===== src/rx_front_pkg.sv =====
// constants shared by the receive front-end design
package rx_front_pkg;
  // register offsets on the serial control port
  localparam logic [7:0]  input_routing_addr  = 8'h1d;
  localparam logic [7:0]  overload_cfg_addr   = 8'h1e;
  localparam logic [7:0]  bias_low_addr       = 8'hcb;
  localparam logic [7:0]  bias_high_addr      = 8'hcc;
  // reset values and bias high write mask
  localparam logic [15:0] input_routing_reset = 16'h0000;
  localparam logic [15:0] overload_cfg_reset  = 16'h0000;
  localparam logic [15:0] bias_low_reset      = 16'h9333;
  localparam logic [15:0] bias_high_reset     = 16'h004f;
  localparam logic [15:0] bias_high_mask      = 16'h03ff;
  // input routing fields
  localparam int cal_select_bit = 15;
  localparam int en_b_bit       = 14;
  localparam int inv_b_bit      = 13;
  localparam int gain_b_lsb     = 8;
  localparam int en_a_bit       = 6;
  localparam int inv_a_bit      = 5;
  localparam int gain_a_lsb     = 0;
  // overload fields
  localparam int win_b_bit      = 14;
  localparam int ovf_en_b_bit   = 13;
  localparam int thr_b_lsb      = 8;
  localparam int win_a_bit      = 6;
  localparam int ovf_en_a_bit   = 5;
  localparam int thr_a_lsb      = 0;
  // gain codes
  localparam logic [4:0] gain_mute_code = 5'h10;
  localparam logic [4:0] gain_min_code  = 5'h14;
  localparam logic [4:0] gain_max_code  = 5'h0c;
  localparam logic [4:0] gain_zero_code = 5'h00;
  // window lengths
  localparam int win_short = 32;
  localparam int win_long  = 64;
  // sinc limits
  localparam int sinc_min_stages = 3;
  localparam int sinc_max_stages = 6;
  localparam int sinc_max_len    = 64;
  localparam int sinc_acc_w      = 37;
  localparam int sel_out_w       = 20;
  localparam int sample_w        = 16;

  // analogue gain setting carried to the amplifier
  typedef struct packed {
    logic       mute;
    logic [4:0] db;
  } gain_t;

  // gain code to amplifier setting; out of range codes saturate
  function automatic gain_t decode_gain(input logic [4:0] code, input logic cal);
    gain_t g;
    g.mute = 1'b0;
    g.db   = code;
    if (cal) begin
      g.db = gain_zero_code;
    end else if (code == gain_mute_code) begin
      g.mute = 1'b1;
    end else if (code[4] && code < gain_min_code) begin
      g.db = gain_min_code;
    end else if (!code[4] && code > gain_max_code) begin
      g.db = gain_max_code;
    end
    return g;
  endfunction
endpackage


===== src/chan_if.sv =====
// per-channel bitstream and detector settings between front-end modules
`timescale 1ns/1ps
interface chan_if;
  logic       bit_valid;
  logic       bit_val;
  logic       det_en;
  logic       win_long;
  logic [4:0] thr;
  logic       over;
  logic [5:0] level;
  modport src (output bit_valid, output bit_val, output det_en, output win_long,
               output thr, input over, input level);
  modport det (input bit_valid, input bit_val, input det_en, input win_long,
               input thr, output over, output level);
endinterface


===== src/overload_det.sv =====
// sliding-window overload detector for one modulator bitstream
`timescale 1ns/1ps
module overload_det #(
  parameter int depth = rx_front_pkg::win_long
) (
  input  wire logic core_clk,
  input  wire logic rstn,
  chan_if.det       ch
);
  initial begin
    if (depth != rx_front_pkg::win_long) $error("depth must be 64");
  end

  logic [depth-1:0] hist;
  logic signed [7:0] sum;
  logic              win_q;
  wire  leaving   = ch.win_long ? hist[depth-1] : hist[rx_front_pkg::win_short-1];
  // each bit weighs +-1/2: sum counts in halves doubled, average = sum/2
  wire  signed [7:0] delta = (ch.bit_val ? 8'sh01 : -8'sh01) - (leaving ? 8'sh01 : -8'sh01);
  wire  signed [7:0] avg   = sum >>> 1;
  wire  [7:0]        mag   = avg[7] ? 8'(-avg) : 8'(avg);

  always_ff @(posedge core_clk or negedge rstn) begin
    if (!rstn) begin
      hist  <= '0;
      sum   <= -8'sh40;
      win_q <= 1'b0;
    end else if (!ch.det_en || (ch.win_long != win_q)) begin
      // a window change restarts the sum so it never leaves its range
      hist  <= '0;
      sum   <= ch.win_long ? -8'sh40 : -8'sh20;
      win_q <= ch.win_long;
    end else if (ch.bit_valid) begin
      hist <= {hist[depth-2:0], ch.bit_val};
      sum  <= sum + delta;
    end
  end

  assign ch.over  = ch.det_en && (mag > {3'h0, ch.thr});
  assign ch.level = mag[5:0];

  sum_bound_a: assert property (@(posedge core_clk) disable iff (!rstn)
    sum <= 8'sh40 && sum >= -8'sh40) else $error("window sum out of range");
  det_off_a: assert property (@(posedge core_clk) disable iff (!rstn)
    !ch.det_en |-> !ch.over) else $error("overflow while disabled");
endmodule


===== src/rx_input_overflow_sinc_front.sv =====
// receive front-end: routing, gain, overload detect and sinc front
`timescale 1ns/1ps
module rx_input_overflow_sinc_front (
  input  wire logic        core_clk,
  input  wire logic        rstn,
  // serial control port write strobe
  input  wire logic        reg_wr,
  input  wire logic [7:0]  reg_addr,
  input  wire logic [15:0] reg_wdata,
  // overflow status read and clear
  input  wire logic        status_clr,
  // sample clock enable and modulator bits
  input  wire logic        modulator_sample_clock,
  input  wire logic        mod_bit_a,
  input  wire logic        mod_bit_b,
  input  wire logic        aux_diff_en_a,
  input  wire logic        aux_diff_en_b,
  // sinc settings shared by both channels
  input  wire logic [1:0]  sinc_stages_code,
  input  wire logic [5:0]  sinc_len_code,
  input  wire logic [4:0]  sel_shift,
  input  wire logic        sample_ready_a,
  input  wire logic        sample_ready_b,
  output logic             sample_valid_a,
  output logic [15:0]      sample_a,
  output logic             sample_valid_b,
  output logic [15:0]      sample_b,
  output logic             ovf_a,
  output logic             ovf_b,
  output logic             inphase_calibration_pin_to_a,
  output logic             quadrature_calibration_pin_to_b,
  output logic             midrail_reference_to_neg,
  output logic             gain_pwr_a,
  output logic             gain_pwr_b,
  output logic             mod_pwr_a,
  output logic             mod_pwr_b,
  output logic [5:0]       gain_set_a,
  output logic [5:0]       gain_set_b,
  output logic [15:0]      adc_bias_low_reg,
  output logic [15:0]      adc_bias_high_reg,
  output logic             stall_a,
  output logic             stall_b
);
  // ------------------------------------------------------------
  // register file
  // ------------------------------------------------------------
  logic [15:0] input_routing;
  logic [15:0] overload_detect_reg;

  wire wr_route = reg_wr && (reg_addr == rx_front_pkg::input_routing_addr);
  wire wr_ovl   = reg_wr && (reg_addr == rx_front_pkg::overload_cfg_addr);
  wire wr_bl    = reg_wr && (reg_addr == rx_front_pkg::bias_low_addr);
  wire wr_bh    = reg_wr && (reg_addr == rx_front_pkg::bias_high_addr);

  always_ff @(posedge core_clk or negedge rstn) begin
    if (!rstn) begin
      input_routing       <= rx_front_pkg::input_routing_reset;
      overload_detect_reg <= rx_front_pkg::overload_cfg_reset;
      adc_bias_low_reg    <= rx_front_pkg::bias_low_reset;
      adc_bias_high_reg   <= rx_front_pkg::bias_high_reset;
    end else begin
      if (wr_route) input_routing <= reg_wdata & 16'hff7f;
      if (wr_ovl)   overload_detect_reg <= reg_wdata & 16'h7f7f;
      if (wr_bl)    adc_bias_low_reg <= reg_wdata;
      if (wr_bh)    adc_bias_high_reg <= reg_wdata & rx_front_pkg::bias_high_mask;
    end
  end

  // ------------------------------------------------------------
  // routing, power and gain
  // ------------------------------------------------------------
  wire cal = input_routing[rx_front_pkg::cal_select_bit];
  wire en_a = input_routing[rx_front_pkg::en_a_bit];
  wire en_b = input_routing[rx_front_pkg::en_b_bit];
  wire rx_front_pkg::gain_t next_gain_a =
    rx_front_pkg::decode_gain(input_routing[rx_front_pkg::gain_a_lsb +: 5], cal);
  wire rx_front_pkg::gain_t next_gain_b =
    rx_front_pkg::decode_gain(input_routing[rx_front_pkg::gain_b_lsb +: 5], cal);

  always_ff @(posedge core_clk or negedge rstn) begin
    if (!rstn) begin
      inphase_calibration_pin_to_a    <= 1'b0;
      quadrature_calibration_pin_to_b <= 1'b0;
      midrail_reference_to_neg        <= 1'b0;
      gain_pwr_a <= 1'b0;
      gain_pwr_b <= 1'b0;
      mod_pwr_a  <= 1'b0;
      mod_pwr_b  <= 1'b0;
      gain_set_a <= '0;
      gain_set_b <= '0;
    end else begin
      inphase_calibration_pin_to_a    <= cal;
      quadrature_calibration_pin_to_b <= cal;
      midrail_reference_to_neg        <= cal;
      gain_pwr_a <= en_a || aux_diff_en_a;
      gain_pwr_b <= en_b || aux_diff_en_b;
      mod_pwr_a  <= en_a;
      mod_pwr_b  <= en_b;
      gain_set_a <= next_gain_a;
      gain_set_b <= next_gain_b;
    end
  end

  // ------------------------------------------------------------
  // bitstream conditioning and overload detectors
  // ------------------------------------------------------------
  wire bit_a = mod_bit_a ^ input_routing[rx_front_pkg::inv_a_bit];
  wire bit_b = mod_bit_b ^ input_routing[rx_front_pkg::inv_b_bit];
  wire step_a = modulator_sample_clock && en_a;
  wire step_b = modulator_sample_clock && en_b;

  chan_if ch_a ();
  chan_if ch_b ();
  assign ch_a.bit_valid = step_a;
  assign ch_a.bit_val   = bit_a;
  assign ch_a.det_en    = overload_detect_reg[rx_front_pkg::ovf_en_a_bit];
  assign ch_a.win_long  = overload_detect_reg[rx_front_pkg::win_a_bit];
  assign ch_a.thr       = overload_detect_reg[rx_front_pkg::thr_a_lsb +: 5];
  assign ch_b.bit_valid = step_b;
  assign ch_b.bit_val   = bit_b;
  assign ch_b.det_en    = overload_detect_reg[rx_front_pkg::ovf_en_b_bit];
  assign ch_b.win_long  = overload_detect_reg[rx_front_pkg::win_b_bit];
  assign ch_b.thr       = overload_detect_reg[rx_front_pkg::thr_b_lsb +: 5];

  overload_det #(.depth(rx_front_pkg::win_long)) u_det_a (
    .core_clk (core_clk),
    .rstn     (rstn),
    .ch       (ch_a.det)
  );
  overload_det #(.depth(rx_front_pkg::win_long)) u_det_b (
    .core_clk (core_clk),
    .rstn     (rstn),
    .ch       (ch_b.det)
  );

  // sticky status: a new overflow wins over a clear in the same cycle
  always_ff @(posedge core_clk or negedge rstn) begin
    if (!rstn) begin
      ovf_a <= 1'b0;
      ovf_b <= 1'b0;
    end else begin
      ovf_a <= ch_a.over || (ovf_a && !status_clr);
      ovf_b <= ch_b.over || (ovf_b && !status_clr);
    end
  end

  // ------------------------------------------------------------
  // sinc front of each channel filter
  // ------------------------------------------------------------
  logic       v_a;
  logic       v_b;
  logic [15:0] d_a;
  logic [15:0] d_b;
  logic       rdy_a;
  logic       rdy_b;
  wire        take_a = !sample_valid_a || sample_ready_a;
  wire        take_b = !sample_valid_b || sample_ready_b;

  sinc_stage #(.acc_w(rx_front_pkg::sinc_acc_w)) u_sinc_a (
    .core_clk    (core_clk),
    .rstn        (rstn),
    .in_valid    (step_a),
    .in_bit      (bit_a),
    .stages_code (sinc_stages_code),
    .len_code    (sinc_len_code),
    .shift       (sel_shift),
    .out_ready   (take_a),
    .out_valid   (v_a),
    .out_data    (d_a),
    .in_ready    (rdy_a)
  );
  sinc_stage #(.acc_w(rx_front_pkg::sinc_acc_w)) u_sinc_b (
    .core_clk    (core_clk),
    .rstn        (rstn),
    .in_valid    (step_b),
    .in_bit      (bit_b),
    .stages_code (sinc_stages_code),
    .len_code    (sinc_len_code),
    .shift       (sel_shift),
    .out_ready   (take_b),
    .out_valid   (v_b),
    .out_data    (d_b),
    .in_ready    (rdy_b)
  );

  always_ff @(posedge core_clk or negedge rstn) begin
    if (!rstn) begin
      sample_valid_a <= 1'b0;
      sample_valid_b <= 1'b0;
      sample_a <= '0;
      sample_b <= '0;
      stall_a  <= 1'b0;
      stall_b  <= 1'b0;
    end else begin
      if (take_a) begin
        sample_valid_a <= v_a;
        sample_a       <= d_a;
      end
      if (take_b) begin
        sample_valid_b <= v_b;
        sample_b       <= d_b;
      end
      stall_a <= !rdy_a;
      stall_b <= !rdy_b;
    end
  end

  // ------------------------------------------------------------
  // checks
  // ------------------------------------------------------------
  cal_route_a: assert property (@(posedge core_clk) disable iff (!rstn)
    $rose(cal) |=> inphase_calibration_pin_to_a && midrail_reference_to_neg) else $error("cal route late");
  cal_gain_a: assert property (@(posedge core_clk) disable iff (!rstn)
    cal |=> gain_set_a == 6'h00 && gain_set_b == 6'h00) else $error("cal gain not 0 dB");
  chan_pwr_a: assert property (@(posedge core_clk) disable iff (!rstn)
    en_a |=> gain_pwr_a && mod_pwr_a) else $error("channel A not powered");
  aux_pwr_a: assert property (@(posedge core_clk) disable iff (!rstn)
    (aux_diff_en_b && !en_b) |=> gain_pwr_b && !mod_pwr_b) else $error("aux power wrong");
  mute_code_a: assert property (@(posedge core_clk) disable iff (!rstn)
    (!cal && input_routing[12:8] == 5'h10) |=> gain_set_b[5]) else $error("mute lost");
  ovf_set_a: assert property (@(posedge core_clk) disable iff (!rstn)
    ch_a.over |=> ovf_a) else $error("overflow not flagged");
  ovf_hold_a: assert property (@(posedge core_clk) disable iff (!rstn)
    (ovf_b && !status_clr) |=> ovf_b) else $error("overflow flag dropped");
  sample_hold_a: assert property (@(posedge core_clk) disable iff (!rstn)
    (sample_valid_a && !sample_ready_a) |=> sample_valid_a && $stable(sample_a))
    else $error("sample lost under stall");
endmodule


===== src/sinc_stage.sv =====
// cascaded sinc decimating section with two-entry output buffer
`timescale 1ns/1ps
module sinc_stage #(
  parameter int acc_w = rx_front_pkg::sinc_acc_w
) (
  input  wire logic        core_clk,
  input  wire logic        rstn,
  input  wire logic        in_valid,
  input  wire logic        in_bit,
  input  wire logic [1:0]  stages_code,
  input  wire logic [5:0]  len_code,
  input  wire logic [4:0]  shift,
  input  wire logic        out_ready,
  output logic             out_valid,
  output logic [15:0]      out_data,
  output logic             in_ready
);
  initial begin
    if (acc_w != rx_front_pkg::sinc_acc_w) $error("accumulator must be 37 bits");
  end
  localparam int ns = rx_front_pkg::sinc_max_stages;

  logic signed [acc_w-1:0] integ [ns];
  logic signed [acc_w-1:0] comb_d [ns];
  logic [5:0]              phase;
  logic signed [acc_w-1:0] buf_d [2];
  logic [1:0]              cnt;
  logic                    wr_ptr;
  logic                    rd_ptr;

  wire [2:0] nstage = 3'(stages_code) + 3'(rx_front_pkg::sinc_min_stages);
  wire [6:0] length = (len_code == 6'h00) ? 7'd64 : {1'b0, len_code};
  wire       dump   = in_valid && (7'(phase) + 7'd1 == length);
  assign in_ready = (cnt != 2'd2);

  // comb chain evaluated on the decimated sample
  logic signed [acc_w-1:0] comb_o [ns+1];
  always_comb begin
    comb_o[0] = integ[ns-1];
    for (int i = 0; i < ns; i++) begin
      comb_o[i+1] = (i < 6 - int'(nstage)) ? comb_o[i] : comb_o[i] - comb_d[i];
    end
  end
  // unused leading integrators are bypassed so the chain has nstage sections
  wire signed [acc_w-1:0] in_w = in_bit ? acc_w'(1) : -acc_w'(1);
  // input of each integrator: the new bit for the first, the one before for the rest
  logic signed [acc_w-1:0] integ_in [ns];
  always_comb begin
    integ_in[0] = in_w;
    for (int i = 1; i < ns; i++) begin
      integ_in[i] = integ[i-1];
    end
  end

  always_ff @(posedge core_clk or negedge rstn) begin
    if (!rstn) begin
      for (int i = 0; i < ns; i++) begin
        integ[i]  <= '0;
        comb_d[i] <= '0;
      end
      phase <= '0;
    end else if (in_valid && in_ready) begin
      for (int i = 0; i < ns; i++) begin
        if (i < 6 - int'(nstage)) integ[i] <= integ_in[i];
        else integ[i] <= integ[i] + integ_in[i];
      end
      phase <= dump ? 6'h00 : phase + 6'h01;
      if (dump) begin
        for (int i = 0; i < ns; i++) comb_d[i] <= comb_o[i];
      end
    end
  end

  wire push = dump && in_ready;
  wire pop  = out_valid && out_ready;
  always_ff @(posedge core_clk or negedge rstn) begin
    if (!rstn) begin
      cnt <= '0; wr_ptr <= 1'b0; rd_ptr <= 1'b0;
      buf_d[0] <= '0; buf_d[1] <= '0;
    end else begin
      if (push) begin
        buf_d[wr_ptr] <= comb_o[ns];
        wr_ptr <= ~wr_ptr;
      end
      if (pop) rd_ptr <= ~rd_ptr;
      cnt <= cnt + 2'(push) - 2'(pop);
    end
  end
  // 20-bit slice then top 16 bits as signed sample
  wire signed [acc_w-1:0] head = buf_d[rd_ptr] >>> shift;
  wire [19:0]             slice = head[19:0];
  assign out_valid = (cnt != 2'd0);
  assign out_data  = slice[19:4];

  fifo_bound_a: assert property (@(posedge core_clk) disable iff (!rstn)
    cnt <= 2'd2) else $error("buffer overfilled");
  full_stall_a: assert property (@(posedge core_clk) disable iff (!rstn)
    (cnt == 2'd2 && !out_ready) |=> $stable(cnt)) else $error("full buffer changed");
endmodule


===== config.mk =====
export PLATFORM = sky130hd
export DESIGN_NAME = rx_input_overflow_sinc_front
export DESIGN_NICKNAME = d
export VERILOG_FILES = /design/src/rx_front_pkg.sv /design/src/chan_if.sv /design/src/overload_det.sv /design/src/rx_input_overflow_sinc_front.sv /design/src/sinc_stage.sv
export SDC_FILE = /design/constraint.sdc
export NUM_CORES = 2
export LEC_CHECK = 0
export BUFFER_PORTS_ARGS = -buffer_cell sky130_fd_sc_hd__buf_2
export CORE_ASPECT_RATIO = 1.25
export CORE_UTILIZATION = 60
export DETAILED_ROUTE_END_ITERATION = 16
export PLACE_DENSITY = 0.82
export RECOVER_POWER = 50
export SKIP_CTS_REPAIR_TIMING = 1
export SYNTH_ARGS = -nofsm -noshare
export SYNTH_HDL_FRONTEND = slang
export SYNTH_SLANG_ARGS = --single-unit

===== constraint.sdc =====
create_clock -name core_clk -period 21.2 [get_ports core_clk]
set_input_delay 4.24 -clock core_clk [delete_from_list [all_inputs] [get_ports core_clk]]
set_output_delay 4.24 -clock core_clk [all_outputs]
set_load 0.05 [all_outputs]

==> results.yml <==
status:
  outcome: "finished, violations left"
  violations: "max-capacitance violations, max-slew violations"
worst_setup_path:
  cp.arrival_ns: 16.86
  cp-start-kind: "input port"
  crit_path_end_kind: "async pin"
  critical_path_class: "in2async"
  worstPathRequired_ns: 21.99
  path_max_fanout: 150
die:
  initial_utilization_pct: 60.5
  dieWidth_um: 359
  fp-row-count: 163
  die_area_um2: 161000
  die_y_um: 448
  core-area_um2: 158000
  ioPinCount: 137
clocking:
  cts_made_buffers: 140
  h-tree-depth: 4
  insertion_delay_ns: 0.82
  cts_tree: "done"
  ctsLongestPathBuffers: 3
  cts.sinks: 1296
  cts-root-buf: "clkbuf_16"
  path_clk_slew_ns: 0.06
finish:
  drive_above_1_share_pct: 6.87
  final.fill_count: 12500
  reg_top3: "u_sinc_a.comb_d: 222 flops, u_sinc_b.comb_d: 222 flops"
  final_nets: 12000
  regArea_um2: 32500
  multiInputGateArea_um2: 59100
  syn_to_final_growth_pct: 7.31
timing:
  relSlewSlack_pct: -505
  setup_tns_ns: 0
  setup_viol: 0
  tightest_slew_ns: 9.07
  post-route-min-period_ns: 16.08
  fmax_ghz: 0.0622
  setup_ws_ns: 5.12
  hold_slack_ns: 0.474
  finalHoldViolations: 0
  timing.final.crit_share_pct: 75.8
  rsz0062_at_grt: "false"
  skew_ns: 0.0294
  maxSlewViolCount: 1652
power_and_ir_drop:
  leakagePower_uw: 0.0511
  ir_worst_vdd_v: 0.0000983
  power_uw: 8240
  powerDensity_nw_per_um2: 80.2
yosys:
  synthCells: 11100
  synthSimpleGateAreaFrac_pct: 13.7
  yosysUniqueCellTypes: 101
  synth-compound-area-share_pct: 22.6
  yosysSeqAreaShare_pct: 33.9
  synth_top_family_by_area: "compound AO/OA/AOI/OAI gates"
  synth_xor_area_share_pct: 7.20
  syn_avg_cell_area_um2: 8.62
  syn_area_um2: 95700
  synth_edf_count: 0
  ys_async_sr_fraction_pct: 100
  synth-main-ff-cell: "dfrtp_1"
  muxShareOfSynthArea_pct: 5.75
  yosys_warnings: 0
  synth_fa_ha_area_share_pct: 12.4
  ys_seq_elements: 1296
global_route:
  grt_usage_pct: 26.7
  first_global_vias: 79200
  grt_max_degree: 265
  grt.overflow.total: 0
  antenna_found_initial: 4
  grt_pass1_wl_um: 367000
drt:
  drcViolationCount: 0
  ant_nets: 0
  via_count: 78500
  drtIter0Drc: 4852
  vias_per_cell: 5.94
  routedWlPerCell_um: 16.3
  first_pass_iters: 6
  totalWireLength_um: 215000
flow_run:
  maxCapViolCount: 24
worst_hold_path:
  min_path_type: "reg2reg"
placed_design:
  gp_congestion: 0.914
  hpwl_um: 156000
  post-place-ws_ns: 4.55
  portBuffers: 130
## report_power, final
group / leakage [µW] / total [µW] / internal (µW) / switching (µW)
clock network: 0.00238 / 2570 / 1490 / 1080
logic: 0.0325 / 2790 / 1160 / 1630
registers: 0.0162 / 2880 / 2670 / 209
total: 0.0511 / 8240 / 5320 / 2920
## metrics by stage
stage	util [%]	cell area, µm²	std cells
global route	65.0	103000	13200
CTS	65.1	103000	13200
finish	65.0	103000	13200
global placement	62.1	98100	13000
detailed placement	62.1	98100	13000
floorplan	-	95700	11100
## synthesized netlist by cell type, drive strengths merged (53+ instances only)
master / count / area [µm²]
mux4: 54 / 1220
nor3: 128 / 646
a21o: 389 / 2920
nand4: 53 / 332
ha: 896 / 11200
o21a: 135 / 1020
o31ai: 67 / 503
nand2b: 115 / 719
nor2b: 118 / 738
nand3: 130 / 651
xor2: 295 / 2580
clkbuf: 339 / 1270
o21bai: 123 / 923
a31oi: 85 / 538
xnor2: 486 / 4260
dfrtp: 1279 / 32000
and3: 74 / 473
buf: 67 / 287
a21oi: 880 / 4410
nor2: 620 / 2330
mux2: 281 / 3160
a211oi: 69 / 533
o21ai: 1297 / 6490
mux2i: 112 / 1120
inv: 702 / 2640
o211ai: 54 / 405
a22o: 140 / 1230
nand2: 1563 / 5870
## layout make-up
type                            count  area share, %
Multi-Input combinational cell   8700           57.6
Sequential cell                  1296           31.6
Clock buffer                      185           3.80
Inverter                          703           2.58
Tap cell                         2062           2.51
Timing Repair Buffer              196          0.975
Clock inverter                     73          0.941
Antenna cell                        1        0.00244
## path summary, 6_finish.rpt
check,startpoint,to,slack (ns),depth (start not counted)
setup / recovery,rstn,u_det_a.hist[11]$_DFFE_PN0P_,5.12,4
hold / removal,u_sinc_b.comb_d[0]$_DFFE_PN0P_,u_sinc_b.comb_d[0]$_DFFE_PN0P_,0.47,2
setup reg to reg,u_sinc_a.comb_o[223]$_DFFE_PN0P_,u_sinc_a.buf_d[73]$_DFFE_PN0P_,8.43,56
hold reg to reg,u_sinc_b.comb_d[0]$_DFFE_PN0P_,u_sinc_b.comb_d[0]$_DFFE_PN0P_,0.47,2
max in group core_clk,sinc_stages_code[1],u_sinc_b.buf_d[73]$_DFFE_PN0P_,5.16,53
min in group asynchronous,rstn,u_sinc_a.buf_d[5]$_DFFE_PN0P_,6.60,1
## worst max-delay path, stage by stage
cell and delay [ns]:
clkbuf_1 5.64, clkbuf_1 2.55, clkbuf_1 2.95, buf_4 1.10
## cell usage in the layout, fill, tap and decap left out, types with 38 or more instances in the layout
master        n
mux2_2      273
a21oi_1     877
clkbuf_16   140
nor2_1      614
o21ai_0    1282
buf_2        40
nand3_1     130
o21a_1      134
o211ai_1     54
or3_1        41
o31ai_1      67
nor2b_1     117
a31oi_1      84
mux4_2       54
nor3_1      127
a22o_1      140
xor2_1      295
and3_1       72
xnor2_1     486
dfrtp_1    1277
a21o_1      389
or2_2        41
nand4_1      53
clkbuf_1    135
mux2i_1     112
buf_4        38
nand2b_1    114
and2_1       39
inv_1       699
o21bai_1    123
a211oi_1     66
nand2_1    1562
ha_1        896
## cell families after synthesis
family	count (synthesis)
AO/OA/AOI/OAI	3535
AND/OR/NAND/NOR	3001
flip-flops	1296
buffers and inverters	1109
adder cells (fa/ha/maj)	928
XOR/XNOR	783
multiplexers	447
other	1
## per-layer routing
layer,global-route usage (%),vias up,part of all wire [%]
met3,3.27,509,3.9
met2,49.0,1718,50
li1,-,39100,-
met5,0,-,0.019
met1,31.2,37200,42
met4,11.2,6,3.7
Power figures use the tool's default switching activity.
